[src/pkg/remcx_pkg.sv]
package remcx_pkg;
  // Word offsets of the command and response frames.
  localparam logic [3:0] REMCX_OFS_CODE = 4'h0c;
  localparam logic [3:0] REMCX_OFS_ADDR = 4'h0d;
  localparam logic [3:0] REMCX_OFS_LOW = 4'h0e;
  localparam logic [3:0] REMCX_OFS_HIGH = 4'h0f;
  // Field position and widths.
  localparam int REMCX_ERR_BIT = 15;
  localparam int REMCX_CODE_W = 12;
  localparam int REMCX_ADDR_W = 8;
  // Target addresses.
  localparam logic [7:0] REMCX_ADDR_SELF = 8'h80;
  localparam logic [7:0] REMCX_ADDR_MAX = 8'h0b;
  // Communication error codes.
  localparam logic [7:0] REMCX_ERR_NONE = 8'h00;
  localparam logic [7:0] REMCX_ERR_LINK = 8'h84;
  localparam logic [7:0] REMCX_ERR_TIMEOUT = 8'h85;
  localparam logic [7:0] REMCX_ERR_UNDEF = 8'h88;
  localparam logic [7:0] REMCX_ERR_UIF = 8'h89;
  localparam logic [7:0] REMCX_ERR_NVM = 8'h8a;
  localparam logic [7:0] REMCX_ERR_RANGE = 8'h8c;
  localparam logic [7:0] REMCX_ERR_SLAVE = 8'h8d;
  localparam logic [7:0] REMCX_ERR_RESET = 8'h00;
  localparam logic [15:0] REMCX_WORD_RESET = 16'h0000;
  // Command classes reported by the code decoder.
  typedef enum logic [1:0] {
    REMCX_CLS_UNDEF = 2'b00,
    REMCX_CLS_READ = 2'b01,
    REMCX_CLS_WRITE = 2'b10,
    REMCX_CLS_MAINT = 2'b11
  } remcx_cls_t;
  // Handshake states.
  typedef enum logic [1:0] {
    REMCX_IDLE = 2'b00,
    REMCX_EXEC = 2'b01,
    REMCX_DONE = 2'b10,
    REMCX_FAIL = 2'b11
  } remcx_state_t;
endpackage : remcx_pkg

[src/verilog/remcx_top.sv]
// How it works
// - A read command ignores the setting value words.
// - Execution starts on the request bit with the frame held valid.
// - Command code and target address are echoed in response words one and two.
// - A read returns its 32-bit result in the two data words.
// - Write and maintenance commands echo the setting value in the data words.
// - Response bit 15 is 0 on success and 1 on error.
// - Busy stays high while a command executes.
// - Completion rises on proper completion.
// - Completion falls when the request drops.
// - A refused command is skipped; any failing command flags error and records an error code.
// - On error busy falls, register error rises, completion stays low.
// - Register error clears when the request drops.
// - Error code is kept and cleared to 00h by a later good command.
// - Link fault, check character or header error records 84h.
// - Slave timeout or disabled connection records 85h.
// - Undefined command records 88h and is refused.
// - Busy user-interface port records 89h and refuses.
// - Non-volatile memory activity records 8Ah and refuses.
// - Out-of-range data records 8Ch; slave error reply records 8Dh.
`timescale 1ns/1ns
`default_nettype none
module remcx_top (
  input wire logic clk,
  input wire logic sys_rst,
  input wire logic clk_en,
  input wire logic [15:0] master_to_device_words_code,
  input wire logic [15:0] master_to_device_words_addr,
  input wire logic [15:0] master_to_device_words_low,
  input wire logic [15:0] master_to_device_words_high,
  input wire logic exec_request,
  input wire logic uif_busy,
  input wire logic nvm_busy,
  input wire logic [11:0] conn_enable,
  input wire logic [1:0] code_class,
  input wire logic code_local,
  input wire logic range_ok,
  output logic [11:0] job_code,
  output logic [7:0] job_addr,
  output logic [31:0] job_value,
  output logic job_start,
  input wire logic job_done,
  input wire logic [31:0] job_result,
  input wire logic fault_link,
  input wire logic fault_timeout,
  input wire logic fault_slave,
  output logic [15:0] device_to_master_words_code,
  output logic [15:0] device_to_master_words_addr,
  output logic [15:0] device_to_master_words_low,
  output logic [15:0] device_to_master_words_high,
  output logic internal_busy,
  output logic cmd_complete,
  output logic reg_error,
  output logic [7:0] comm_error_code
);
  import remcx_pkg::*;

  typedef struct packed {
    remcx_state_t st;
    logic req_d;
    remcx_cls_t cls;
    logic [11:0] code;
    logic [7:0] addr;
    logic [31:0] value;
    logic start;
    logic [15:0] r_code;
    logic [15:0] r_addr;
    logic [15:0] r_low;
    logic [15:0] r_high;
    logic busy;
    logic done;
    logic rerr;
    logic [7:0] ecode;
  } remcx_s_t;

  remcx_s_t s_reg;
  remcx_s_t s_next;

  // Pre-check of a request; returns the refusing error code or 00h.
  function automatic logic [7:0] remcx_precheck(input logic [1:0] cls, input logic [7:0] addr,
      input logic [11:0] en, input logic uif, input logic nvm, input logic rng);
    logic [7:0] r;
    r = REMCX_ERR_NONE;
    if (cls == REMCX_CLS_UNDEF) begin
      r = REMCX_ERR_UNDEF;
    end else if (uif) begin
      r = REMCX_ERR_UIF;
    end else if (nvm) begin
      r = REMCX_ERR_NVM;
    end else if (addr != REMCX_ADDR_SELF && (addr > REMCX_ADDR_MAX || !en[addr[3:0]])) begin
      r = REMCX_ERR_TIMEOUT;
    end else if (cls != REMCX_CLS_READ && !rng) begin
      r = REMCX_ERR_RANGE;
    end
    return r;
  endfunction : remcx_precheck

  logic req_rise;
  logic [7:0] pre_err;
  logic [7:0] run_err;

  // The request is taken on its rising edge only, so a held request runs once.
  assign req_rise = exec_request && !s_reg.req_d;
  assign pre_err = remcx_precheck(code_class, master_to_device_words_addr[7:0], conn_enable,
                                  uif_busy, nvm_busy, range_ok);
  // Fault priority when the executor reports several at once.
  assign run_err = fault_link ? REMCX_ERR_LINK :
                   fault_timeout ? REMCX_ERR_TIMEOUT :
                   fault_slave ? REMCX_ERR_SLAVE : REMCX_ERR_NONE;

  // Next-state logic of the handshake; the frame is latched at the start edge.
  always_comb begin
    s_next = s_reg;
    s_next.start = 1'b0;
    s_next.req_d = exec_request;
    case (s_reg.st)
      REMCX_IDLE: begin
        if (req_rise) begin
          s_next.code = master_to_device_words_code[REMCX_CODE_W-1:0];
          s_next.addr = master_to_device_words_addr[REMCX_ADDR_W-1:0];
          s_next.cls = remcx_cls_t'(code_class);
          // A read carries no setting value, so zero is latched and the executor never sees it.
          s_next.value = (code_class == REMCX_CLS_READ) ? 32'h0000_0000 :
                         {master_to_device_words_high, master_to_device_words_low};
          s_next.r_code = {4'h0, master_to_device_words_code[REMCX_CODE_W-1:0]};
          s_next.r_addr = {8'h00, master_to_device_words_addr[REMCX_ADDR_W-1:0]};
          if (pre_err != REMCX_ERR_NONE) begin
            // Refused without execution; busy never rises.
            s_next.st = REMCX_FAIL;
            s_next.r_code[REMCX_ERR_BIT] = 1'b1;
            s_next.ecode = pre_err;
            s_next.rerr = 1'b1;
          end else begin
            s_next.st = REMCX_EXEC;
            s_next.busy = 1'b1;
            s_next.start = 1'b1;
          end
        end
      end
      REMCX_EXEC: begin
        // A request dropped mid-command does not abort the executor.
        if (job_done) begin
          s_next.busy = 1'b0;
          if (run_err != REMCX_ERR_NONE) begin
            s_next.st = REMCX_FAIL;
            s_next.r_code[REMCX_ERR_BIT] = 1'b1;
            s_next.ecode = run_err;
            s_next.rerr = 1'b1;
          end else begin
            s_next.st = REMCX_DONE;
            s_next.r_code[REMCX_ERR_BIT] = 1'b0;
            s_next.ecode = REMCX_ERR_NONE;
            s_next.done = 1'b1;
            if (s_reg.cls == REMCX_CLS_READ) begin
              s_next.r_low = job_result[15:0];
              s_next.r_high = job_result[31:16];
            end else begin
              s_next.r_low = s_reg.value[15:0];
              s_next.r_high = s_reg.value[31:16];
            end
          end
        end
      end
      REMCX_DONE: begin
        if (!exec_request) begin
          s_next.done = 1'b0;
          s_next.st = REMCX_IDLE;
        end
      end
      REMCX_FAIL: begin
        if (!exec_request) begin
          s_next.rerr = 1'b0;
          s_next.st = REMCX_IDLE;
        end
      end
      default: begin
        s_next.st = REMCX_IDLE;
      end
    endcase
  end

  // State register; the clock enable freezes everything.
  always_ff @(posedge clk) begin
    if (sys_rst) begin
      s_reg <= '0;
      s_reg.st <= REMCX_IDLE;
      s_reg.ecode <= REMCX_ERR_RESET;
      s_reg.req_d <= 1'b1;
    end else if (clk_en) begin
      s_reg <= s_next;
    end
  end

  // The read case was zeroed when the frame was latched, so this output is a plain flop.
  assign job_value = s_reg.value;
  assign job_code = s_reg.code;
  assign job_addr = s_reg.addr;
  assign job_start = s_reg.start;
  assign device_to_master_words_code = s_reg.r_code;
  assign device_to_master_words_addr = s_reg.r_addr;
  assign device_to_master_words_low = s_reg.r_low;
  assign device_to_master_words_high = s_reg.r_high;
  assign internal_busy = s_reg.busy;
  assign cmd_complete = s_reg.done;
  assign reg_error = s_reg.rerr;
  assign comm_error_code = s_reg.ecode;

  logic unused_ok;
  assign unused_ok = code_local;
endmodule : remcx_top
`default_nettype wire
[config.mk]
export PLATFORM = sky130hd
export DESIGN_NAME = remcx_top
export DESIGN_NICKNAME = d
export VERILOG_FILES = /design/src/pkg/remcx_pkg.sv /design/src/verilog/remcx_top.sv
export SDC_FILE = /design/constraint.sdc
export NUM_CORES = 1
export LEC_CHECK = 0
export ABC_AREA = 0
export BUFFER_PORTS_ARGS = -buffer_cell sky130_fd_sc_hd__buf_4
export CORE_ASPECT_RATIO = 0.5
export CORE_MARGIN = 2
export CORE_UTILIZATION = 40
export DETAILED_ROUTE_END_ITERATION = 7
export GPL_TIMING_DRIVEN = 1
export PLACE_DENSITY = 0.82
export SYNTH_ARGS = -nofsm -noshare
export SYNTH_HDL_FRONTEND = slang
export SYNTH_SLANG_ARGS = --single-unit
export TNS_END_PERCENT = 30
[constraint.sdc]
create_clock -name clk -period 1.9 [get_ports clk]
set_input_delay 0.095 -clock clk [delete_from_list [all_inputs] [get_ports clk]]
set_output_delay 0.095 -clock clk [all_outputs]
set_load 0.02 [all_outputs]
## Word level (Yosys, flattened, before mapping)

Cells that the tools add are included.

| storage, ports and cells | value |
|---|---|
| register bits | 102 |
| bits of input ports | 122 |

| cells by class | value |
|---|---|
| $lt $le $gt $ge | 2 |
| equality and inequality tests | 16 |
| multiplexer cells | 38 |
| bitwise gates (word level) | 1 |
| reductions and logical operators | 23 |

Operators by type and width:

| kind | number |
|---|---|
| two-way mux 8 bit | 9 |
| two-way mux 32 bit | 2 |
| two-way mux 33 bit | 1 |
| two-way mux 9 bit | 2 |
| inequality test 2 bit (second input constant) | 9 |
| one-hot mux 8 bit (2 select lines) | 1 |
| nonzero test 8 bit | 2 |
| AND reduction 5 bit | 3 |
| two-way mux 1 bit | 12 |
| AND reduction 4 bit | 3 |
| two-way mux 11 bit | 1 |
| > comparator 8 x 4 -> 1 bit (second input constant) | 1 |
| two-way mux 2 bit | 4 |
| inequality test 8 bit (second input constant) | 1 |
| AND reduction 7 bit | 1 |
| == test 2 x 1 -> 1 bit (second input constant) | 3 |
| one-hot mux 1 bit (2 select lines) | 3 |
| one-hot mux 2 bit (3 select lines) | 1 |
| less-than comparator 4 x 5 -> 1 bit (second input constant) | 1 |
| binary-select mux 1 bit (select 4 bit) | 1 |
| == test 2 bit (second input constant) | 2 |
| zero test 2 bit | 2 |
| nonzero test 2 bit | 2 |
| logical AND 1 bit | 3 |
| other kinds (8) | 10 |

## Logic depth before layout (Yosys ltp)

Gate-level depths: netlist (run 1).

| depth | value |
|---|---|
| depth in word-level cells | 13 |
| mapped depth | 7 |
| depth with buffers taken out | 5 |

## Worst setup path before layout (run 1)

Ideal clock, no wire load.

| path | value |
|---|---|
| kind | register to register |
| start point | register s_reg[131] (netlist name) |
| end point | register s_reg (netlist bit reg_error) |
| data arrival time | 1,430 ps |
| required time | 1,824 ps |
| slack | 394 ps |
| cell stages (with the launch flop) | 6 |
| path buffers | 0 |
| clock period less this slack | 1,506 ps |
| path through | dfxtp_1 > or3b_1 > a21oi_2 > a21boi_0 > nand2b_1 > o22ai_1 |

| between the ends | value |
|---|---|
| cells in the longest elaborated chain, start to end | 3 |
| elaborated cells between the ends (all ways) | 11 |
| classes of those cells | eq/ne (7); mux (1); reduce/logical (3) |

RTL lines:

| item | line | text |
|---|---|---|
| start: declaration | remcx_top.sv:76 | `remcx_s_t s_reg;` |
| start signal: assignment | remcx_top.sv:190 | `s_reg <= s_next;` |
| == test 2 x 1 -> 1 bit (tied with other cells) | remcx_top.sv:116 | `case (s_reg.st)` |
| inequality test 2 bit (no source line) or nonzero test 3 bit (tied branches) | - |  |
| AND reduction 7 bit (no source line) | - |  |

Parallel ways exist; a longest one is shown, timed or not.
A chain may end at the register's enable or synchronous reset.

## Worst setup path in the final report (run 1)

| path | value |
|---|---|
| start point | register s_reg[131] (netlist name) |
| end point | register s_reg (netlist bit cmd_complete) |

| between the ends | value |
|---|---|
| cells in the longest elaborated chain, start to end | 3 |
| elaborated cells between the ends (all ways) | 8 |
| classes of those cells | eq/ne (5); mux (1); reduce/logical (2) |

RTL lines:

| item | line |
|---|---|
| == test 2 x 1 -> 1 bit or == test 2 bit (tied branches) | remcx_top.sv:116 |
| inequality test 2 bit (no source line) or nonzero test 2 bit (tied branches) | - |
| AND reduction 5 bit (no source line) | - |

Parallel ways exist; a longest one is shown, timed or not.

==> results.toml, run 1 <==
[detailed_routing]
drtPass1Iterations = 5
post_drt_wl_per_cell_um = 15.5
detail_route.vias_per_cell = 4.86
routed_wl_mm = 13.9
drtAntennaViolNets = 0
vias = 4374
remaining_drc_errors = 0
drtIter0Drc = 336

[min_path]
hold_path.class = "input pin to flop"

[layout]
drive_gt1_share_pct = 36.3
area_delta_synth_final_pct = 25.2
final_util_pct = 51.3
largest_reg_flops = 32
fin_nets = 848
stdcell_count = 900
antenna_cells = 0
stdcell_area_um2 = 6500

[global_route]
grt_overflow_total = 0
antenna_found_initial = 0
first_global_vias = 4054
grtUsageTotal_pct = 18.6
grt_start_max_net_pins = 73
grt_pass1_wl_mm = 20.6

[status]
outcome = "finished clean"

[floorplan]
core_um2 = 12700
die_h_um = 84.5
die_width_um = 165
fp-row-count = 29
start_util_pct = 41.0
pin_count = 250
die_area_um2 = 14000

[placed_design]
place.gp.congestion = 0.869
dp_slack_ps = 100
io_buffers = 222
dp_cells = 879
placedInstanceArea_um2 = 6150
place_hpwl_mm = 10.1

[timing]
finalCritPeriodShare_pct = 94.8
fmax_ghz = 0.555
final.setup.tns_ps = 0
holdWs_ps = 12.2
fin_crit_ps = 1800
setup_viol = 0
worst_slack_ps = 99.6
finClkSkew_ps = 5.08
hold_viol_final = 0
drv_slew = 0

[yosys]
synthArstFlopShare_pct = 0
ys_seq_area_share_pct = 38.2
netlist_instances = 625
synth_area_leaders = "dfxtp_1 38%, buf_4 18%, mux2i_1 7.5%"
synth_cell_types = 46
synth_top_flop_cell = "dfxtp_1"
synth_area_um2 = 5190
synth_edf_count = 0
ys_top_cells_by_count = "126 x buf_4, 99 x dfxtp_1, 85 x nand2_1, 62 x a21oi_1, 40 x nor2_1"
ys_seq_elements = 99
syn_avg_cell_area_um2 = 8.30
synth_top_area_share_pct = 38.2
yosysTopAreaCell = "dfxtp_1"
synth_most_common_cell = "buf_4"
ys.warnings.count = 0

[clock_tree]
numClockSinks = 99
htreeDepth = 3
clock_latency_ps = 330
cts_root_buffer = "clkbuf_16"
path_clk_slew_ps = 60
cts_buffers = 9
cts_buffer_depth = 2
cts_tree = "done"

[worst_setup_path]
setup.worst_path.start_class = "flop"
cp_num_buf_inv = 3
r2r_slack_ps = 100
arrival_ps = 2060
cpPeakStageDelay_ps = 420
cp_slowest_cell = "dfxtp_2"
crit_chain = "nor2b_1, nand3_1, nor4_4, buf_4, buf_8, inv_1, a21oi_1"
critPathKind = "flop to flop"
cp_top_family = "simple AND/OR/NAND/NOR gates"
required_ps = 2160
worstPathMaxFanout = 33
end_kind = "flop"

[power]
internal_power_mw = 3.35
combPwrFrac_pct = 11.8
power_density_nw_per_um2 = 674
pwr-share-seq_pct = 48.6
p_total_mw = 4.38
p_leak_nw = 2.63
ir_drop_mv = 0.517
p_clk_share_pct = 39.7
power_switching_mw = 1.03
sw_frac_of_total_pct = 23.6

[run]
drv_cap = 0
[final timing paths]
path / end / cells after the start / start
max: cmd_complete / 7 / s_reg[131]
min: device_to_master_words_code[4] / 3 / master_to_device_words_code[4]
max reg2reg: cmd_complete / 7 / s_reg[131]
min reg2reg: s_reg[128] / 2 / s_reg[128]
[timing repair]
item | 4_1_cts | 5_1_grt
setup endpoints to repair | 0 | 20
buffers inserted | 0 | 1
resized for setup | 0 | 3
endpoints found under the hold margin | 4 | 0
hold buffers | 4 | 0
[layer usage]
layer | share of wire, % | GRT usage (%) | wire length, µm | up-vias
met4 | 2.4 | 6.48 | 332 | 0
met3 | 4.7 | 4.20 | 652 | 24
li1 | - | - | - | 2194
met2 | 50 | 31.3 | 6900 | 127
met5 | 0 | 0 | 0 | -
met1 | 43 | 23.6 | 6030 | 2029
[final cells by class]
class / instances / area (µm²)
Inverter: 4 / 15.0
Tap cell: 170 / 213
Timing Repair Buffer: 240 / 1860
Fill cell: 1179 / 6170
Multi-Input combinational cell: 372 / 2140
Sequential cell: 99 / 1980
Clock inverter: 2 / 10.0
Clock buffer: 13 / 270
[layout by cell type, fill, tap and decap left out, drive strengths merged, types with 6 or more instances in the layout]
master  instances
nand2          85
o21ai           8
nand2b          8
nand3          35
clkbuf         14
mux2i          39
conb           14
a211oi         33
a21oi          63
nor2           40
buf           235
nor2b           6
dfxtp          99
[cells by family after synthesis]
logic type | count (synthesis) | synth area share, %
flip-flops | 99 | 38.2
AND/OR/NAND/NOR | 196 | 17.3
buffers and inverters | 167 | 21.9
multiplexers | 39 | 7.52
other | 1 | 0.0723
AO/OA/AOI/OAI | 123 | 15.0
[power by group through the flow]
stage,sequential [mW],clock [mW],combinational (mW)
detailed placement,2.17,0,0.506
CTS,2.13,1.78,0.514
floorplan,2.16,0,0.295
global route,2.13,1.86,0.553
global placement,2.17,0,0.497
finish,2.13,1.74,0.516
[worst register-to-register path, delay by kind of cell (launching register included)]
kind	cells	cell delay (ps)
and+or+nand+nor	3	670
buffers and inverters	3	520
DFF	1	420
AOI/OAI and AO/OA	1	120
No activity file was read; power rests on OpenSTA's default activity.
==> inputs of run 2 (changes only) <==
- ABC_AREA: 0 -> 1
- ABC_CLOCK_PERIOD_IN_PS: not set -> 1900
- SETUP_SLACK_MARGIN: not set -> 0.15
==> run 2 against run 1 <==
Against the previous run:
- utilization grew 0.12 points
- cell count grew 7.9%
- clock power fell by 3%
- synthesized cell count up 11%
- register-to-register slack better by 210 ps
- sequential cell count is the same
- clock skew rose by 1.6 ps
- sequential share of layout area up 0.20 points
- power is 7.3% higher
- first-iteration DRC count shrank 12%
- global-route usage increased by 1.2 points
- critical path type unchanged
==> results.toml, run 2 <==
[yosys]
netlist_instances = 695
ys_top_cells_by_count = "124 x buf_4, 117 x nand2_1, 99 x dfxtp_1, 75 x nand3_1, 55 x nor2_1"
synthArstFlopShare_pct = 0
synth_top_flop_cell = "dfxtp_1"
synth_top_area_share_pct = 38.9
synthSimpleGateAreaFrac_pct = 21.7
synth-compound-area-share_pct = 15.4
synth_cell_types = 29
synthAdderAreaFrac_pct = 0
synth_top_family_by_area = "buffers and inverters"
synth_xor_area_share_pct = 0
synth_most_common_cell = "buf_4"
synth_area_leaders = "dfxtp_1 39%, buf_4 18%, nand2_1 8.6%"
syn_avg_cell_area_um2 = 7.32
synth_area_um2 = 5090
ys_seq_elements = 99
synth_edf_count = 0
synthMuxAreaShare_pct = 0
ys_seq_area_share_pct = 38.9
yosysTopAreaCell = "dfxtp_1"
ys.warnings.count = 0

[timing]
fin_crit_ps = 1590
maxSlewHeadroom_pct = 66.2
finClkSkew_ps = 6.66
rsz0062_at_grt = "no"
tightestPinTransition_ps = 507
final.setup.tns_ps = 0
finalCritPeriodShare_pct = 83.6
hold_viol_final = 0
drv_slew = 0
setup_viol = 0
worst_slack_ps = 312
fmax_ghz = 0.630

[detailed_routing]
detail_route.vias_per_cell = 4.93
drtIter0Drc = 295
routed_wl_mm = 14.4
drtAntennaViolNets = 0
drtPass1Iterations = 5
vias = 4788
remaining_drc_errors = 0
post_drt_wl_per_cell_um = 14.8

[worst_setup_path]
arrival_ps = 1800
end_kind = "flop"
critPathKind = "flop to flop"
setup.worst_path.start_class = "flop"
required_ps = 2120
worstPathMaxFanout = 17

[floorplan]
pin_count = 250
die_width_um = 164
die_h_um = 83.8
start_util_pct = 40.5
core_um2 = 12600
fp-row-count = 29
die_area_um2 = 13700

[layout]
largest_reg_flops = 32
mostFrequentLayoutCells = "232 x buf_4, 117 x nand2_1, 98 x dfxtp_1"
area_delta_synth_final_pct = 26.8
fillerInstances = 1226
mostFrequentLayoutCell = "buf_4"
fin_nets = 918
antenna_cells = 0
drive_gt1_share_pct = 33.5
stdcell_count = 971

[placed_design]
dp_slack_ps = 218
dp_cells = 945
io_buffers = 222
place.gp.congestion = 0.876
place_hpwl_mm = 9.70

[global_route]
grt_pass1_wl_mm = 21.8
first_global_vias = 4422
grt_overflow_total = 0
grt_start_max_net_pins = 52
antenna_found_initial = 0
grtUsageTotal_pct = 19.8

[clock_tree]
clock_latency_ps = 340
cts_buffers = 9
numClockSinks = 99
cts_tree = "done"
cts_buffer_depth = 2
htreeDepth = 3
path_clk_slew_ps = 70
cts_root_buffer = "clkbuf_16"

[power]
ir_drop_mv = 0.403
p_total_mw = 4.70
power_density_nw_per_um2 = 728
p_leak_nw = 2.85

[min_path]
hold_path.class = "input pin to flop"

[status]
outcome = "finished clean"

[run]
drv_cap = 0
[run 2: cell types whose count changed in the layout (fill, tap and decap cells not counted), moves of 5 or more]
cell      delta
nand2_1     +32
a21oi_1     -14
a211oi_1    -32
a31oi_1     +30
o21ai_0     +34
mux2i_1     -39
nand2b_1     -7
inv_1       +16
nand3_1     +39
inv_2        +5
nor2b_1      -5
nor2_1      +15
o21ai_1     +18
[run 2: repair_timing]
item | CTS | global route
hold endpoints to repair | 2 | 0
hold buffers | 2 | 0
resized for setup | 0 | 2
buffers inserted | 0 | 5
endpoints found under the setup margin | 0 | 20
[run 2: logic make-up after synthesis]
| kind of cell | after synthesis |
|---|---|
| AOI/OAI and AO/OA | 145 |
| and+or+nand+nor | 258 |
| buffers and inverters | 192 |
| other | 1 |
| DFF | 99 |
[run 2: worst paths after layout]
path                                  startpoint                             end  slack (ps)  depth (start not counted)
setup reg to reg                      s_reg[131]   device_to_master_words_low[2]         310                         10
hold / removal    master_to_device_words_code[4]  device_to_master_words_code[4]          10                          3
setup / recovery                      s_reg[131]   device_to_master_words_low[2]         310                         10
hold reg to reg                        job_start                       job_start         480                          2
[run 2: report_power, final]
| part | leakage, nW | internal [mW] | switching (mW) |
|---|---|---|---|
| registers | 0.801 | 2.15 | 0.0520 |
| logic | 1.91 | 0.359 | 0.454 |
| clock network | 0.139 | 0.918 | 0.767 |
| total | 2.85 | 3.42 | 1.27 |
[run 2: area by class of cell]
cell class / count / area (µm²) / share of cell area (%)
clock buffers: 11 / 243 / 3.76
clock inverters: 5 / 28.8 / 0.446
inverters: 26 / 97.6 / 1.51
multi-input cells: 417 / 1940 / 30.1
flip-flops and latches: 99 / 1980 / 30.7
well taps: 170 / 213 / 3.29
repair buffers: 243 / 1950 / 30.2
[run 2: worst max-delay path: stages (launching register included)]
cell	delay, ps
dfxtp_2	360
inv_2	70
nor2_4	140
inv_2	80
nor2_2	110
inv_2	70
nor2_4	120
buf_12	140
buf_6	110
clkbuf_16	170
a31oi_1	90
[run 2: through the flow]
step,instance area (µm²),utilization [%],hold WS (ps)
after detailed placement,6020,48.0,353
after CTS,6310,50.3,4.98
after floorplan,5140,-,243
after global placement,6020,48.0,346
after global routing,6460,51.4,14.3
final,6460,51.4,12.9
[run 2: layer usage]
| layer | vias up | GRT usage [%] | part of all wire, % |
|---|---|---|---|
| li1 | 2358 | - | - |
| met2 | 181 | 34.3 | 49 |
| met3 | 34 | 4.32 | 5.8 |
| met4 | 0 | 8.37 | 3.3 |
| met1 | 2215 | 23.7 | 42 |
| met5 | - | 0 | 0 |
==> inputs of run 3 (changes only) <==
- ABC_CLOCK_PERIOD_IN_PS: 1900 -> 1330
- PLACE_DENSITY: 0.82 -> 0.85
- clock period: 1.9 -> 1.33 ns (I/O delays scaled with it)
==> run 3 against run 2 <==
Against the previous run:
- the run now ends with negative setup slack left
- sequential share of layout area shrank 3.2 points
- global-route usage grew 2.9 points
- maximum frequency grew 6.3%
- sequential power grew 43%
- non-clock buffer count grew 53
- first-iteration DRC count grew 73%
- via count grew 10%
- utilization grew 6.1 points
- largest power group unchanged
- power grew 51%
- design area grew 12%
- hold slack lost 6.9 ps
==> results.toml, run 3 (synthesis results as in run 2) <==
[worst_setup_path]
required_ps = 1550
worstPathMaxFanout = 7
reg2reg_to = "device_to_master_words_high[4]"
r2r_start = "s_reg[131]"
crit_end = "device_to_master_words_high[4]"
r2r_slack_ps = -160
critPathKind = "flop to flop"
setup.worst_path.start_class = "flop"
end_kind = "flop"
crit_start = "s_reg[131]"
cp_slowest_cell = "dfxtp_4"
crit_path_frequent_cell = "nor2_4"
cp_num_buf_inv = 6
cp_top_family = "buffers and inverters"
reg2reg_depth = 10
crit_chain = "inv_4, nor2_4, inv_2, nor2_4, inv_2, nor2_4, buf_12, buf_12, clkbuf_16, a31oi_1"
cpPeakStageDelay_ps = 370
arrival_ps = 1710
crit_cells = 10

[detailed_routing]
detail_route.vias_per_cell = 5.15
remaining_drc_errors = 0
routed_wl_mm = 17.3
vias = 5282
post_drt_wl_per_cell_um = 16.8
drtAntennaViolNets = 0
drtPass1Iterations = 5
drtIter0Drc = 509

[power]
sw_frac_of_total_pct = 27.9
combPwrFrac_pct = 21.4
internal_power_mw = 5.10
pwr-share-seq_pct = 44.6
p_leak_nw = 3.12
power_switching_mw = 1.97
p_clk_share_pct = 34.1
ir_drop_mv = 0.619
power_density_nw_per_um2 = 980

[placed_design]
place.gp.congestion = 0.929
place_hpwl_mm = 11.0
dp_cells = 972
io_buffers = 222
placedInstanceArea_um2 = 6230

[timing]
fmax_ghz = 0.669
fin_crit_ps = 1490
drv_slew = 0
finalCritPeriodShare_pct = 112
rsz0062_at_grt = "yes"
setup_viol = 66
final.setup.tns_ps = -6060
hold_viol_final = 0
worst_slack_ps = -164
finClkSkew_ps = 12.7

[clock_tree]
cts_root_buffer = "clkbuf_16"
path_clk_slew_ps = 70
htreeDepth = 3
cts_buffer_depth = 2
cts_buffers = 9
cts_tree = "done"
clock_latency_ps = 340
numClockSinks = 99

[floorplan]
die_h_um = 83.8
start_util_pct = 40.5
fp-row-count = 29
die_width_um = 164
pin_count = 250
core_um2 = 12600
die_area_um2 = 13700

[layout]
final_util_pct = 57.5
drive_gt1_share_pct = 39.5
stdcell_area_um2 = 7220
fin_nets = 972
stdcell_count = 1025
mostFrequentLayoutCell = "buf_4"
largest_reg_flops = 32
antenna_cells = 0
area_delta_synth_final_pct = 41.9
mostFrequentLayoutCells = "257 x buf_4, 110 x nand2_1, 97 x dfxtp_1"

[run]
drv_cap = 0

[status]
outcome = "complete, but fails checks"
violations = "negative setup slack"

[global_route]
grt_overflow_total = 0
grtUsageTotal_pct = 22.6
first_global_vias = 5001
antenna_found_initial = 0
grt_pass1_wl_mm = 24.9
grt_start_max_net_pins = 43

[min_path]
hold_path.class = "input pin to flop"
[run 3: cell type report]
class | count | area [µm²]
fillers | 1072 | 5330
flip-flops and latches | 99 | 1990
multi-input cells | 418 | 2170
clock buffers | 15 | 258
well taps | 170 | 213
clock inverters | 1 | 8.76
inverters | 26 | 108
repair buffers | 296 | 2470
[run 3: metal layers]
metal | share of wire [%] | wire (µm) | track usage, % | vias up
met5 | 0 | 0 | 0 | -
li1 | - | - | - | 2486
met3 | 6.5 | 1120 | 4.92 | 58
met2 | 49 | 8520 | 40.0 | 259
met4 | 4.0 | 690 | 10.4 | 0
met1 | 40 | 6940 | 26.2 | 2479
[run 3: how the worst min path moves through the flow]
stage | from | end | cells past startpoint
final | master_to_device_words_high[5] | job_value[21] | 3
after global routing | master_to_device_words_code[10] | device_to_master_words_code[10] | 3
after CTS | master_to_device_words_addr[4] | device_to_master_words_addr[4] | 3
after detailed placement | master_to_device_words_code[1] | device_to_master_words_code[1] | 3
after global placement | master_to_device_words_code[7] | device_to_master_words_code[7] | 3
after floorplan | master_to_device_words_addr[6] | device_to_master_words_addr[6] | 2
[run 3: tightest hold or removal path, cell delays in order]
cell	delay, ps
buf_4	110
nand3_2	60
a21oi_2	40
[run 3: what timing repair did]
item	in CTS	in global routing
gates resized for setup	39	46
setup buffers	4	2
hold endpoints to repair	22	1
pin swaps	27	10
endpoints found under the setup margin	98	98
gates cloned	2	6
hold buffers	22	1
[run 3: power by group through the flow]
stage | combinational, mW | sequential (mW) | clock, mW
after floorplan | 0.772 | 3.19 | 0
after global placement | 1.23 | 3.21 | 0
after detailed placement | 1.25 | 3.21 | 0
after CTS | 1.41 | 3.15 | 2.44
after global routing | 1.61 | 3.16 | 2.56
final | 1.51 | 3.15 | 2.41
[run 3: metrics by stage]
stage                     hold slack [ps]  total power, mW  worst slack [ps]
after floorplan                       214             3.97             0.109
after global placement                317             4.43              -186
after detailed placement              324             4.47              -244
after CTS                           0.624             7.01              -136
after global routing                 3.97             7.33              -274
final                                6.03             7.07              -164
